### src/rtl/synth_cal_pkg.sv
`default_nettype none
package synth_cal_pkg;
    // ------------------------------------------------------------
    // clock and calibration step timing
    // ------------------------------------------------------------
    localparam int unsigned CLK_PERIOD_NS = 10;
    // least dwell per search step, lets the amplitude detector settle
    localparam int unsigned CAL_STEP_NS = 100;
    localparam int unsigned CAL_STEP_RAW = (CAL_STEP_NS + CLK_PERIOD_NS - 1) / CLK_PERIOD_NS;
    localparam int unsigned CAL_STEP_CYCLES = (CAL_STEP_RAW < 1) ? 1 : CAL_STEP_RAW;
    localparam int unsigned DIV_W = 16;

    // ------------------------------------------------------------
    // bus layout: register indices, byte address is four times these
    // ------------------------------------------------------------
    localparam int unsigned IDX_W = 6;
    localparam int unsigned ADDR_W = IDX_W + 2;
    localparam logic [IDX_W-1:0] IDX_PUMP = 6'h0e;
    localparam logic [IDX_W-1:0] IDX_AMP = 6'h13;
    localparam logic [IDX_W-1:0] IDX_START = 6'h14;
    localparam logic [IDX_W-1:0] IDX_CTRL = 6'h30;
    localparam logic [IDX_W-1:0] IDX_STATUS = 6'h31;
    localparam logic [1:0] RESP_OKAY = 2'h0;
    localparam logic [1:0] RESP_SLVERR = 2'h2;

    // ------------------------------------------------------------
    // fields and reset values
    // ------------------------------------------------------------
    localparam int unsigned REG_W = 16;
    localparam int unsigned PUMP_CUR_W = 5;
    localparam int unsigned GAIN_W = 2;
    localparam int unsigned AMP_W = 9;
    localparam int unsigned PUMP_DN_LSB = 7;
    localparam int unsigned PUMP_UP_LSB = 2;
    localparam int unsigned PUMP_GAIN_LSB = 0;
    localparam int unsigned AMP_CODE_LSB = 3;
    localparam int unsigned START_LSB = 0;
    localparam logic [PUMP_CUR_W-1:0] PUMP_CUR_RST = 5'h03;
    localparam logic [GAIN_W-1:0] GAIN_RST = 2'h1;
    localparam logic [AMP_W-1:0] AMP_CODE_RST = 9'h12c;
    localparam logic [AMP_W-1:0] AMP_CODE_MIN = 9'h0fa;
    localparam logic [AMP_W-1:0] AMP_CODE_MAX = 9'h1c2;
    localparam logic [REG_W-1:0] PUMP_REG_RST = (REG_W'(PUMP_CUR_RST) << PUMP_DN_LSB)
        | (REG_W'(PUMP_CUR_RST) << PUMP_UP_LSB) | (REG_W'(GAIN_RST) << PUMP_GAIN_LSB);
    localparam logic [REG_W-1:0] AMP_REG_RST = REG_W'(AMP_CODE_RST) << AMP_CODE_LSB;
    localparam logic [REG_W-1:0] START_REG_RST = REG_W'(AMP_CODE_MIN) << START_LSB;

    // ------------------------------------------------------------
    // coarse gain codes and their factors in halves
    // ------------------------------------------------------------
    localparam logic [GAIN_W-1:0] GAIN_CODE_X1 = 2'h0;
    localparam logic [GAIN_W-1:0] GAIN_CODE_X2 = 2'h1;
    localparam logic [GAIN_W-1:0] GAIN_CODE_X15 = 2'h2;
    localparam logic [GAIN_W-1:0] GAIN_CODE_X25 = 2'h3;
    localparam logic [2:0] GAIN_X1_HALVES = 3'h2;
    localparam logic [2:0] GAIN_X2_HALVES = 3'h4;
    localparam logic [2:0] GAIN_X15_HALVES = 3'h3;
    localparam logic [2:0] GAIN_X25_HALVES = 3'h5;

    // ------------------------------------------------------------
    // control and status bits
    // ------------------------------------------------------------
    localparam int unsigned CTRL_OVR_BIT = 0;
    localparam int unsigned CTRL_EN_BIT = 1;
    localparam int unsigned CTRL_USE_START_BIT = 2;
    localparam int unsigned CTRL_GO_BIT = 3;
    localparam int unsigned STAT_BUSY_BIT = 0;
    localparam int unsigned STAT_DONE_BIT = 1;
    localparam int unsigned STAT_AMP_LSB = 4;

    typedef enum logic [1:0] {
        CAL_IDLE = 2'h1,
        CAL_SEARCH = 2'h2
    } cal_state_e;
endpackage : synth_cal_pkg
`default_nettype wire

### src/rtl/amplitude_cal_search.sv
`timescale 1ns/10ps
`default_nettype none
module amplitude_cal_search #(
    parameter int unsigned STEP_CYCLES = synth_cal_pkg::CAL_STEP_CYCLES
) (
    input wire logic aclk,
    input wire logic aresetn,
    input wire logic start,
    input wire logic use_start,
    input wire logic [synth_cal_pkg::AMP_W-1:0] start_value,
    input wire logic at_target,
    output logic busy,
    output logic done,
    output logic [synth_cal_pkg::AMP_W-1:0] code
);
    import synth_cal_pkg::*;

    typedef struct packed {
        cal_state_e state;
        logic [AMP_W-1:0] code;
        logic [DIV_W-1:0] div;
        logic done;
    } cal_s;

    localparam cal_s ST_RST = '{state: CAL_IDLE, code: AMP_CODE_RST, div: '0, done: 1'b0};
    localparam logic [DIV_W-1:0] DIV_LAST = DIV_W'(STEP_CYCLES - 1);

    cal_s st_q;
    cal_s st_d;
    logic tick;

    // ------------------------------------------------------------
    // upward search, one code per step
    // ------------------------------------------------------------
    always_comb begin
        st_d = st_q;
        st_d.done = 1'b0;
        tick = (st_q.div == DIV_LAST);
        unique case (st_q.state)
            CAL_IDLE: begin
                if (start) begin
                    st_d.state = CAL_SEARCH;
                    st_d.div = '0;
                    // low end unless a nearer start is asked for
                    st_d.code = use_start ? start_value : AMP_CODE_MIN;
                end
            end
            CAL_SEARCH: begin
                // detector only looked at after a full dwell
                if (tick) begin
                    st_d.div = '0;
                    if (at_target || (st_q.code >= AMP_CODE_MAX)) begin
                        st_d.state = CAL_IDLE;
                        st_d.done = 1'b1;
                    end else begin
                        st_d.code = st_q.code + 9'h001;
                    end
                end else begin
                    st_d.div = st_q.div + 16'h0001;
                end
            end
            default: begin
                st_d.state = CAL_IDLE;
            end
        endcase
    end

    always_ff @(posedge aclk) begin
        if (!aresetn) begin
            st_q <= ST_RST;
        end else begin
            st_q <= st_d;
        end
    end

    assign busy = (st_q.state == CAL_SEARCH);
    assign done = st_q.done;
    assign code = st_q.code;

    // ------------------------------------------------------------
    // checks
    // ------------------------------------------------------------
    property p_search_start;
        @(posedge aclk) disable iff (!aresetn)
        (st_q.state == CAL_IDLE) && start
        |=> (code == ($past(use_start) ? $past(start_value) : AMP_CODE_MIN));
    endproperty
    a_search_start: assert property (p_search_start)
        else $error("search did not begin at the chosen start code");

    property p_search_step;
        @(posedge aclk) disable iff (!aresetn)
        busy && tick && !at_target && (code < AMP_CODE_MAX)
        |=> busy && (code == $past(code) + 9'h001);
    endproperty
    a_search_step: assert property (p_search_step)
        else $error("search step did not advance the code by one");
endmodule : amplitude_cal_search
`default_nettype wire

### src/rtl/pump_amp_regs.sv
`timescale 1ns/10ps
`default_nettype none
module pump_amp_regs #(
    parameter int unsigned STEP_CYCLES = synth_cal_pkg::CAL_STEP_CYCLES
) (
    input wire logic aclk,
    input wire logic aresetn,
    input wire logic [synth_cal_pkg::ADDR_W-1:0] s_axi_awaddr,
    input wire logic [2:0] s_axi_awprot,
    input wire logic s_axi_awvalid,
    output logic s_axi_awready,
    input wire logic [31:0] s_axi_wdata,
    input wire logic [3:0] s_axi_wstrb,
    input wire logic s_axi_wvalid,
    output logic s_axi_wready,
    output logic [1:0] s_axi_bresp,
    output logic s_axi_bvalid,
    input wire logic s_axi_bready,
    input wire logic [synth_cal_pkg::ADDR_W-1:0] s_axi_araddr,
    input wire logic [2:0] s_axi_arprot,
    input wire logic s_axi_arvalid,
    output logic s_axi_arready,
    output logic [31:0] s_axi_rdata,
    output logic [1:0] s_axi_rresp,
    output logic s_axi_rvalid,
    input wire logic s_axi_rready,
    input wire logic amp_at_target,
    output logic [synth_cal_pkg::PUMP_CUR_W-1:0] pump_down_current,
    output logic [synth_cal_pkg::PUMP_CUR_W-1:0] pump_up_current,
    output logic [synth_cal_pkg::GAIN_W-1:0] pump_coarse_gain,
    output logic [2:0] pump_gain_halves,
    output logic [synth_cal_pkg::AMP_W-1:0] oscillator_amplitude_code,
    output logic amp_cal_busy
);
    import synth_cal_pkg::*;

    // ------------------------------------------------------------
    // state
    // ------------------------------------------------------------
    typedef struct packed {
        logic aw_full;
        logic [IDX_W-1:0] aw_idx;
        logic w_full;
        logic [REG_W-1:0] w_data;
        logic [1:0] w_strb;
        logic bvalid;
        logic [1:0] bresp;
        logic rvalid;
        logic [31:0] rdata;
        logic [1:0] rresp;
        logic [REG_W-1:0] pump_reg;
        logic [REG_W-1:0] amp_reg;
        logic [REG_W-1:0] start_reg;
        logic ovr;
        logic cal_en;
        logic use_start;
        logic go;
        logic cal_done_seen;
        logic [2:0] gain_halves;
        logic [AMP_W-1:0] osc_amp;
    } regs_s;

    localparam regs_s ST_RST = '{
        aw_full: 1'b0,
        aw_idx: '0,
        w_full: 1'b0,
        w_data: '0,
        w_strb: '0,
        bvalid: 1'b0,
        bresp: RESP_OKAY,
        rvalid: 1'b0,
        rdata: '0,
        rresp: RESP_OKAY,
        pump_reg: PUMP_REG_RST,
        amp_reg: AMP_REG_RST,
        start_reg: START_REG_RST,
        ovr: 1'b0,
        cal_en: 1'b1,
        use_start: 1'b0,
        go: 1'b0,
        cal_done_seen: 1'b0,
        gain_halves: GAIN_X2_HALVES,
        osc_amp: AMP_CODE_RST
    };

    regs_s st_q;
    regs_s st_d;
    logic cal_busy;
    logic cal_done;
    logic [AMP_W-1:0] cal_code;
    logic aw_take;
    logic w_take;
    logic ar_take;
    logic commit;

    // ------------------------------------------------------------
    // helpers
    // ------------------------------------------------------------
    function automatic logic [REG_W-1:0] merge(
        input logic [REG_W-1:0] old_v,
        input logic [REG_W-1:0] new_v,
        input logic [1:0] strb
    );
        logic [REG_W-1:0] res;
        res = old_v;
        if (strb[0]) begin
            res[7:0] = new_v[7:0];
        end
        if (strb[1]) begin
            res[15:8] = new_v[15:8];
        end
        return res;
    endfunction : merge

    function automatic logic [2:0] gain_of(input logic [GAIN_W-1:0] g);
        logic [2:0] h;
        h = GAIN_X1_HALVES;
        unique case (g)
            GAIN_CODE_X1: h = GAIN_X1_HALVES;
            GAIN_CODE_X2: h = GAIN_X2_HALVES;
            GAIN_CODE_X15: h = GAIN_X15_HALVES;
            GAIN_CODE_X25: h = GAIN_X25_HALVES;
        endcase
        return h;
    endfunction : gain_of

    // ------------------------------------------------------------
    // bus handshakes
    // ------------------------------------------------------------
    assign s_axi_awready = !st_q.aw_full;
    assign s_axi_wready = !st_q.w_full;
    assign s_axi_arready = !st_q.rvalid;
    assign aw_take = s_axi_awvalid && s_axi_awready;
    assign w_take = s_axi_wvalid && s_axi_wready;
    assign ar_take = s_axi_arvalid && s_axi_arready;
    assign commit = st_q.aw_full && st_q.w_full && !st_q.bvalid;

    // ------------------------------------------------------------
    // next state
    // ------------------------------------------------------------
    always_comb begin
        st_d = st_q;
        st_d.go = 1'b0;
        if (s_axi_bready) begin
            st_d.bvalid = 1'b0;
        end
        if (s_axi_rready) begin
            st_d.rvalid = 1'b0;
        end
        // write: address and data held apart, either may come first
        if (commit) begin
            st_d.aw_full = 1'b0;
            st_d.w_full = 1'b0;
            st_d.bvalid = 1'b1;
            st_d.bresp = RESP_OKAY;
            unique case (st_q.aw_idx)
                IDX_PUMP: begin
                    // every bit stored as written, no decode of currents
                    st_d.pump_reg = merge(st_q.pump_reg, st_q.w_data, st_q.w_strb);
                end
                IDX_AMP: begin
                    st_d.amp_reg = merge(st_q.amp_reg, st_q.w_data, st_q.w_strb);
                end
                IDX_START: begin
                    st_d.start_reg = merge(st_q.start_reg, st_q.w_data, st_q.w_strb);
                end
                IDX_CTRL: begin
                    if (st_q.w_strb[0]) begin
                        st_d.ovr = st_q.w_data[CTRL_OVR_BIT];
                        st_d.cal_en = st_q.w_data[CTRL_EN_BIT];
                        st_d.use_start = st_q.w_data[CTRL_USE_START_BIT];
                        // no new search started while overridden or disabled
                        st_d.go = st_q.w_data[CTRL_GO_BIT] && st_q.w_data[CTRL_EN_BIT]
                            && !st_q.w_data[CTRL_OVR_BIT];
                    end
                end
                IDX_STATUS: begin
                    st_d.bresp = RESP_OKAY;
                end
                default: begin
                    st_d.bresp = RESP_SLVERR;
                end
            endcase
        end
        if (aw_take) begin
            st_d.aw_full = 1'b1;
            st_d.aw_idx = s_axi_awaddr[ADDR_W-1:2];
        end
        if (w_take) begin
            st_d.w_full = 1'b1;
            st_d.w_data = s_axi_wdata[REG_W-1:0];
            st_d.w_strb = s_axi_wstrb[1:0];
        end
        // read
        if (ar_take) begin
            st_d.rvalid = 1'b1;
            st_d.rresp = RESP_OKAY;
            st_d.rdata = '0;
            unique case (s_axi_araddr[ADDR_W-1:2])
                IDX_PUMP: st_d.rdata[REG_W-1:0] = st_q.pump_reg;
                IDX_AMP: st_d.rdata[REG_W-1:0] = st_q.amp_reg;
                IDX_START: st_d.rdata[REG_W-1:0] = st_q.start_reg;
                IDX_CTRL: begin
                    st_d.rdata[CTRL_OVR_BIT] = st_q.ovr;
                    st_d.rdata[CTRL_EN_BIT] = st_q.cal_en;
                    st_d.rdata[CTRL_USE_START_BIT] = st_q.use_start;
                end
                IDX_STATUS: begin
                    st_d.rdata[STAT_BUSY_BIT] = cal_busy;
                    st_d.rdata[STAT_DONE_BIT] = st_q.cal_done_seen;
                    st_d.rdata[STAT_AMP_LSB +: AMP_W] = st_q.osc_amp;
                end
                default: begin
                    st_d.rresp = RESP_SLVERR;
                end
            endcase
        end
        // calibration result lands after any bus write, so it wins
        if (st_q.go) begin
            st_d.cal_done_seen = 1'b0;
        end
        if (cal_done) begin
            st_d.amp_reg[AMP_CODE_LSB +: AMP_W] = cal_code;
            st_d.cal_done_seen = 1'b1;
        end
        st_d.gain_halves = gain_of(st_d.pump_reg[PUMP_GAIN_LSB +: GAIN_W]);
        // override feeds the amplitude field to the oscillator; a search already running still loads its result there
        st_d.osc_amp = st_d.ovr ? st_d.amp_reg[AMP_CODE_LSB +: AMP_W] : cal_code;
    end

    always_ff @(posedge aclk) begin
        if (!aresetn) begin
            st_q <= ST_RST;
        end else begin
            st_q <= st_d;
        end
    end

    // ------------------------------------------------------------
    // calibration search
    // ------------------------------------------------------------
    amplitude_cal_search #(
        .STEP_CYCLES(STEP_CYCLES)
    ) u_search (
        .aclk(aclk),
        .aresetn(aresetn),
        .start(st_q.go),
        .use_start(st_q.use_start),
        .start_value(st_q.start_reg[START_LSB +: AMP_W]),
        .at_target(amp_at_target),
        .busy(cal_busy),
        .done(cal_done),
        .code(cal_code)
    );

    // ------------------------------------------------------------
    // outputs
    // ------------------------------------------------------------
    assign s_axi_bvalid = st_q.bvalid;
    assign s_axi_bresp = st_q.bresp;
    assign s_axi_rvalid = st_q.rvalid;
    assign s_axi_rdata = st_q.rdata;
    assign s_axi_rresp = st_q.rresp;
    assign pump_down_current = st_q.pump_reg[PUMP_DN_LSB +: PUMP_CUR_W];
    assign pump_up_current = st_q.pump_reg[PUMP_UP_LSB +: PUMP_CUR_W];
    assign pump_coarse_gain = st_q.pump_reg[PUMP_GAIN_LSB +: GAIN_W];
    assign pump_gain_halves = st_q.gain_halves;
    assign oscillator_amplitude_code = st_q.osc_amp;
    assign amp_cal_busy = cal_busy;

    // ------------------------------------------------------------
    // checks
    // ------------------------------------------------------------
    property p_pump_reset;
        @(posedge aclk) disable iff (!aresetn)
        $rose(aresetn) |-> (pump_down_current == PUMP_CUR_RST)
            && (pump_up_current == PUMP_CUR_RST) && (pump_coarse_gain == GAIN_RST);
    endproperty
    a_pump_reset: assert property (p_pump_reset)
        else $error("pump fields not at reset value");

    property p_gain_scale;
        @(posedge aclk) disable iff (!aresetn)
        (pump_coarse_gain == GAIN_CODE_X25) |-> (pump_gain_halves == GAIN_X25_HALVES);
    endproperty
    a_gain_scale: assert property (p_gain_scale)
        else $error("coarse gain code 3 not scaled by 2.5");

    property p_gain_x2;
        @(posedge aclk) disable iff (!aresetn)
        (pump_coarse_gain == GAIN_CODE_X2) |-> (pump_gain_halves == GAIN_X2_HALVES);
    endproperty
    a_gain_x2: assert property (p_gain_x2)
        else $error("coarse gain code 1 not scaled by 2");

    property p_amp_reset;
        @(posedge aclk) disable iff (!aresetn)
        $rose(aresetn) |-> (st_q.amp_reg[AMP_CODE_LSB +: AMP_W] == AMP_CODE_RST);
    endproperty
    a_amp_reset: assert property (p_amp_reset)
        else $error("amplitude code not 300 after reset");

    property p_override;
        @(posedge aclk) disable iff (!aresetn)
        st_q.ovr |-> (oscillator_amplitude_code == st_q.amp_reg[AMP_CODE_LSB +: AMP_W]);
    endproperty
    a_override: assert property (p_override)
        else $error("override set but oscillator not fed from field");

    property p_no_override;
        @(posedge aclk) disable iff (!aresetn)
        !st_q.ovr && !$rose(aresetn) |-> (oscillator_amplitude_code == $past(cal_code));
    endproperty
    a_no_override: assert property (p_no_override)
        else $error("override clear but oscillator not fed from search");

    property p_result_load;
        @(posedge aclk) disable iff (!aresetn)
        cal_done |=> (st_q.amp_reg[AMP_CODE_LSB +: AMP_W] == $past(cal_code))
            && st_q.cal_done_seen;
    endproperty
    a_result_load: assert property (p_result_load)
        else $error("search result not loaded into amplitude field");
endmodule : pump_amp_regs
`default_nettype wire

### config.mk
export PLATFORM = sky130hd
export DESIGN_NAME = pump_amp_regs
export DESIGN_NICKNAME = d
export VERILOG_FILES = /design/src/rtl/synth_cal_pkg.sv /design/src/rtl/amplitude_cal_search.sv /design/src/rtl/pump_amp_regs.sv
export SDC_FILE = /design/constraint.sdc
export NUM_CORES = 1
export LEC_CHECK = 0
export BUFFER_PORTS_ARGS = -buffer_cell sky130_fd_sc_hd__buf_2
export CAP_MARGIN = 25
export CORE_ASPECT_RATIO = 0.5
export CORE_MARGIN = 5
export CORE_UTILIZATION = 35
export CTS_CLUSTER_SIZE = 40
export DETAILED_ROUTE_END_ITERATION = 12
export HOLD_SLACK_MARGIN = 0.08
export MAX_ROUTING_LAYER = met4
export PLACE_DENSITY = 0.53
export SLEW_MARGIN = 15
export SYNTH_ARGS = -nofsm -noshare
export SYNTH_HDL_FRONTEND = slang
export SYNTH_HIERARCHICAL = 1
export SYNTH_SLANG_ARGS = --single-unit
### constraint.sdc
create_clock -name aclk -period 3.9 [get_ports aclk]
set_input_delay 0.78 -clock aclk [delete_from_list [all_inputs] [get_ports aclk]]
set_output_delay 0.78 -clock aclk [all_outputs]
set_load 0.02 [all_outputs]
==> results of run 1 <==
[cell type report]
class / instances / area, µm²
Timing Repair Buffer: 97 / 513
Inverter: 12 / 45.0
Clock inverter: 14 / 130
Sequential cell: 138 / 2760
Clock buffer: 18 / 439
Multi-Input combinational cell: 498 / 3320
Fill cell: 1858 / 11100
Tap cell: 259 / 324
[cell usage in the layout (no fill, tap or decap), drive strengths merged, types with 5 or more instances in the layout]
| cell | synthesis | layout |
|---|---|---|
| a31oi | 5 | 5 |
| nor3b | 5 | 5 |
| nor3 | 11 | 11 |
| clkbuf | 29 | 18 |
| and3 | 6 | 6 |
| o211a | 9 | 9 |
| and2 | 11 | 11 |
| nand3 | 17 | 17 |
| o21ai | 21 | 21 |
| a222oi | 16 | 16 |
| nor2b | 44 | 44 |
| conb | 1 | 18 |
| nand2b | 10 | 10 |
| a311oi | 7 | 7 |
| inv | 12 | 21 |
| a41oi | 6 | 6 |
| a21boi | 19 | 19 |
| a21oi | 19 | 19 |
| nor2 | 19 | 19 |
| nor4 | 8 | 8 |
| mux2i | 63 | 63 |
| dfxtp | 138 | 138 |
| a22o | 9 | 9 |
| buf | 77 | 97 |
| nand2 | 119 | 119 |
[logic make-up (layout without fill, tap and decap cells)]
family / Yosys count / count (layout) / share of synthesized area [%]
other: 1 / 18 / 0.0558
XOR/XNOR: 6 / 6 / 0.782
buffers and inverters: 118 / 141 / 10.7
adder cells (fa/ha/maj): 4 / 4 / 0.745
multiplexers: 67 / 67 / 10.1
AO/OA/AOI/OAI: 132 / 132 / 15.1
flip-flops: 138 / 138 / 41.1
AND/OR/NAND/NOR: 271 / 271 / 21.4
[power breakdown]
group | internal, mW | switching, mW
clock | 0.860 | 0.714
sequential | 1.43 | 0.0241
combinational | 0.0559 | 0.104
[cell usage after synthesis (5+ instances only)]
cell and number:
dfxtp_1 138, nand2_1 119, buf_4 69, mux2i_1 62, nor2b_1 44, clkbuf_1 29
o21ai_0 21, a21boi_0 19, a21oi_1 19, nor2_1 19, a222oi_1 16, nand3_1 16
inv_1 12, and2_1 11, nand2b_1 10, nor3_1 10, a22o_1 9, o211a_1 9
a311oi_1 7, a41oi_1 6, and3_1 6, a31oi_1 5, nor3b_1 5
[metrics by stage]
stage / power (mW) / cells / worst slack, ps / cell area, µm²
6_report: 3.19 / 1036 / 1100 / 7530
5_1_grt: 3.31 / 1036 / 956 / 7530
4_1_cts: 3.24 / 1035 / 1090 / 7530
3_5_place_dp: 1.65 / 1003 / 1100 / 6960
3_3_place_gp: 1.65 / 1003 / 1150 / 6960
2_1_floorplan: 1.60 / 754 / 1650 / 6780
[sequential cells by signal (all words and copies together), names as in the netlist]
| name | flops |
|---|---|
| st_q | 67 |
| u_search/st_q | 18 |
| s_axi_rdata | 16 |
| oscillator_amplitude_code | 9 |
| u_search/code | 9 |
| pump_down_current | 5 |
| pump_up_current | 5 |
| pump_gain_halves | 3 |
| pump_coarse_gain | 1 |
| s_axi_bresp | 1 |
| s_axi_bvalid | 1 |
| s_axi_rresp | 1 |
| s_axi_rvalid | 1 |
| u_search/done | 1 |
[worst max-delay path by stage]
| stage | slack, ps | cells past startpoint | start | to |
|---|---|---|---|---|
| CTS | 1090 | 5 | st_q[126] | oscillator_amplitude_code[3] |
| floorplan | 1650 | 6 | s_axi_araddr[7] | s_axi_rdata[14] |
| global route | 960 | 5 | st_q[126] | oscillator_amplitude_code[3] |
| finish | 1100 | 5 | st_q[126] | oscillator_amplitude_code[3] |
| detailed placement | 1100 | 5 | st_q[126] | oscillator_amplitude_code[3] |
| global placement | 1150 | 5 | st_q[126] | oscillator_amplitude_code[3] |
[routing by layer]
metal / routed length, µm / vias up / track usage (%)
li1: - / 2582 / -
met1: 8360 / 2527 / 21.8
met2: 7930 / 98 / 24.0
met3: 798 / 16 / 3.51
met4: 232 / 0 / 5.55
met5: 0 / - / -
[critical path, cell delays in order, from the launching register on]
cell and delay (ps):
dfxtp_1 360, or3b_1 500, nor4_4 580, mux2i_2 870
mux2i_1 290, nand2_1 70
==> impl_results.md, run 1 <==
- WHS Endpoint: s_axi_rdata[10]
- Hold WC Path Type: flop to flop
- Most used DFF post-synth: dfxtp_1
- Hold Path Depth: 1
- Tmin final: 2800 ps
- Worst-Skew Late Latency: 430 ps
- DRT Wirelength: 17.3 mm
- H-tree Lvls: 4
- Post-layout util: 40.5%
- Seq cells post-synth: 138
- CP Launch Type: flop
- Post-Route Skew: 10.8 ps
- Hold Path Origin: s_axi_rdata[10]
- Leak pwr: 3.16 nW
- Pin count of the biggest net entering global routing: 41
- Setup Buffers After CTS: 0
- CTS Buffer Depth: 2
- Clock root cell: clkbuf_16
- DR WL/cell: 16.7 µm
- Area grow syn2layout: 12.1%
- Distinct cell type count after synthesis: 68
- Hold buffers post-CTS: 0
- Via density per instance: 5.04
- CTS tree: built
- Hold slack: 482 ps
- CP Capture Type: flop
- # resized after CTS: 0
- Ys Warns: 6
- R2r endpoint: oscillator_amplitude_code[3]
- Status: completed
- Total CTS buffers: 17
- Setup TNS Final: 0 ps
- Setup CP Type: flop to flop
- Core Region: 18,600 µm²
- RSZ-0062 raised after global routing: false
- GRT Overall Usage: 16.1%
- Vias: 5,223
- Diode count: 0
- Yosys top cell by area: dfxtp_1
- Worst-path clk slew: 70 ps
- Synth Area per Inst: 9.12 µm²
- Synth Cell Area: 6720 µm²
- DRT antenna net count: 0
- Reg-to-reg setup timing slack: 1100 ps
- Post-synth top area share: 41.1%
- Die extent in y: 108 µm
- Post-Syn Instances: 737
- R2R depth: 5
- Peak supply drop: 0.299 mV
- Crit path required time: 4190 ps
- Share of cells above drive strength 1: 18.9%
- Post-synth EDFFs: 0
- Initial antenna violation count: 0
- Die width: 206 µm
- Tcrit/Tclk final: 71.7%
- Vias in the first global route: 4,901
- Achievable frequency: 0.357 GHz
- # port buffers: 85
- CP Data Arrival Time: 3090 ps
- Final slew viol count: 0
- Worst R2R Start: st_q[126]
- RD Place Congestion: 0.815
- Crit path max fanout: 14
- Total grt overflow: 0
- Final setup vio count: 0
- First drt pass iteration count: 6
- # IOs: 132
- Initial DRC Count: 361
- Slew @ Worst Pin: 950 ps
- Fin. Hold Viols: 0
- HPWL Detailed: 12.0 mm
- Final nets: 834
- Clock sink total: 138
- Slew HR: 35.4%
- DRC Markers: 0
- Sequential fraction of the synthesis area: 41.1%
- P per Cell Area: 424 nW/µm²
- Die Footprint: 22,200 µm²
- Ranking of synthesized cells by area: dfxtp_1 (41%), mux2i_1 (9.2%), buf_4 (7.7%), nand2_1 (6.6%), nor2b_1 (4.1%)
- Max Cap Viol: 0
- Initial Util: 36.1%
- Post-synth ARST share: 0%
- First-pass GRT wire length: 27.4 mm
- FP Rows: 35
No activity file was read; power rests on OpenSTA's default activity.
==> inputs of run 2 (changes only) <==
clock period = 2.8 ns   (was 3.9 ns; I/O delays follow)
==> run 2 against run 1 <==
  * Combinational power grew 44%
  * Design area grew 2.9%
  * Register-to-register slack lost 720 ps
  * Count of clock-buffer cells in the layout is the same
  * Wire length shrank 0.77%
  * Critical endpoint is now u_search/code[0]
==> impl_results.md, run 2 (synthesis gave the netlist of run 1 again) <==
- Pin count of the biggest net entering global routing: 39 (was 41)
- CP Data Arrival Time: 2760 ps (was 3090 ps)
- RD Place Congestion: 0.801 (was 0.815)
- FP Rows: 35 (unchanged)
- Tcrit/Tclk final: 86.2% (was 71.7%)
- Biggest register: st_q (unchanged)
- Hold WC Path Type: input pin to flop (was flop to flop)
- GRT Overall Usage: 16.0% (was 16.1%)
- Setup TNS Final: 0 ps (unchanged)
- Setup Buffers After CTS: 0 (unchanged)
- # port buffers: 85 (unchanged)
- Commonest non-fill, non-tap cell in the layout: dfxtp_1 (unchanged)
- Die width: 206 µm (unchanged)
- Clock root cell: clkbuf_16 (unchanged)
- Die Footprint: 22,200 µm² (unchanged)
- Hold buffers post-CTS: 0 (unchanged)
- Setup CP Type: flop to flop (unchanged)
- Max reg flops: 67 (unchanged)
- Final nets: 851 (was 834)
- Clk network pwr share: 52.3% (was 49.4%)
- Pint: 3.62 mW (was 2.35 mW)
- H-tree Lvls: 4 (unchanged)
- Via density per instance: 4.98 (was 5.04)
- Final slew viol count: 0 (unchanged)
- Max Cap Viol: 0 (unchanged)
- Achievable frequency: 0.414 GHz (was 0.357 GHz)
- Worst-path clk slew: 70 ps (about the same)
- DR WL/cell: 16.3 µm (was 16.7 µm)
- Peak supply drop: 0.421 mV (was 0.299 mV)
- CP Launch Type: flop (unchanged)
- Final setup vio count: 0 (unchanged)
- Initial DRC Count: 341 (was 361)
- DRT antenna net count: 0 (unchanged)
- Status: completed (unchanged)
- DRT Wirelength: 17.2 mm (was 17.3 mm)
- RSZ-0062 raised after global routing: false (unchanged)
- First drt pass iteration count: 5 (was 6)
- Initial Util: 36.1% (unchanged)
- CP Capture Type: flop (unchanged)
- Finished Cell Area: 7750 µm² (was 7530 µm²)
- P per Cell Area: 610 nW/µm² (was 424 nW/µm²)
- # IOs: 132 (unchanged)
- Post-layout util: 41.7% (was 40.5%)
- Post-Route Skew: 11.0 ps (was 10.8 ps)
- Crit path max fanout: 17 (was 14)
- Diode count: 0 (unchanged)
- CTS tree: built (unchanged)
- Fin. Hold Viols: 0 (unchanged)
- Commonest non-fill, non-tap cells in the layout: dfxtp_1 (138), nand2_1 (119), buf_2 (85) (was dfxtp_1 (138), nand2_1 (119), buf_2 (86))
- Vias: 5,244 (was 5,223)
- Share of cells above drive strength 1: 20.7% (was 18.9%)
- Total CTS buffers: 17 (unchanged)
- Sequential power share: 42.9% (was 45.6%)
- Clock sink total: 138 (unchanged)
- Initial antenna violation count: 0 (unchanged)
- First-pass GRT wire length: 27.1 mm (was 27.4 mm)
- Total grt overflow: 0 (unchanged)
- Worst-Skew Late Latency: 420 ps (was 430 ps)
- Placed cell area: 7110 µm² (was 6960 µm²)
- Leak pwr: 3.29 nW (was 3.16 nW)
- Net switching power: 1.11 mW (was 843 µW)
- Slew @ Worst Pin: 862 ps (was 950 ps)
- Die extent in y: 108 µm (unchanged)
- Area grow syn2layout: 15.4% (was 12.1%)
- DRC Markers: 0 (unchanged)
- Core Region: 18,600 µm² (unchanged)
- # resized after CTS: 0 (unchanged)
- Slew HR: 42.4% (was 35.4%)
- Vias in the first global route: 5,029 (was 4,901)
- HPWL Detailed: 12.3 mm (was 12.0 mm)
- Sw Share: 23.5% (was 26.4%)
- Crit path required time: 3150 ps (was 4190 ps)
- Tmin final: 2410 ps (was 2800 ps)
- CTS Buffer Depth: 2 (unchanged)
- Comb power frac: 4.9% (was 5.0%)
[run 2: cell types whose count changed in the layout (fill, tap and decap cells not counted)]
cell / change
buf_12: +1
bufinv_16: +4
inv_8: -2
clkinv_4: -1
buf_2: -1
clkinv_2: +1
buf_4: +17
clkinvlp_4: -1
inv_6: -1
[run 2: path summary, 6_finish.rpt]
kind	from	endpoint	slack, ps	depth (start not counted)
min	s_axi_awvalid	st_q[128]	360	3
max reg2reg	u_search/st_q[1]	u_search/code[0]	390	6
max	u_search/st_q[1]	u_search/code[0]	390	6
min reg2reg	st_q[15]	st_q[15]	480	2
[run 2: metal layers]
| metal | wire (µm) | track usage, % | up-vias |
|---|---|---|---|
| li1 | - | - | 2615 |
| met1 | 8360 | 21.2 | 2509 |
| met2 | 7800 | 24.4 | 105 |
| met3 | 829 | 3.81 | 15 |
| met4 | 195 | 4.89 | 0 |
| met5 | 0 | - | - |
[run 2: layout make-up]
cell class / instances / area (µm²)
multi-input combinational: 498 / 3320
inverter: 12 / 45.0
clock inverter: 14 / 208
fill: 1845 / 10900
clock buffer: 18 / 439
timing repair buffer: 114 / 656
tap: 259 / 324
sequential: 138 / 2760
[run 2: power by group through the flow]
stage | clock (mW) | sequential [mW] | combinational (mW)
6_report | 2.47 | 2.03 | 0.230
5_1_grt | 2.61 | 2.03 | 0.256
4_1_cts | 2.53 | 2.03 | 0.233
3_5_place_dp | 0 | 2.07 | 0.232
3_3_place_gp | 0 | 2.07 | 0.230
2_1_floorplan | 0 | 2.06 | 0.171
[run 2: worst max-delay path, stage by stage (launching register included)]
cell	delay (ps)
dfxtp_1	410
ha_1	170
or4b_4	490
o41ai_4	450
nand4_4	290
or3_1	420
a21oi_1	120
[run 2: through the flow]
stage,cells,power [mW],hold slack [ps],setup WS (ps)
6_report,1053,4.73,359,385
5_1_grt,1053,4.90,369,240
4_1_cts,1053,4.79,338,355
3_5_place_dp,1021,2.30,463,375
3_3_place_gp,1021,2.30,456,413
2_1_floorplan,754,2.23,443,639
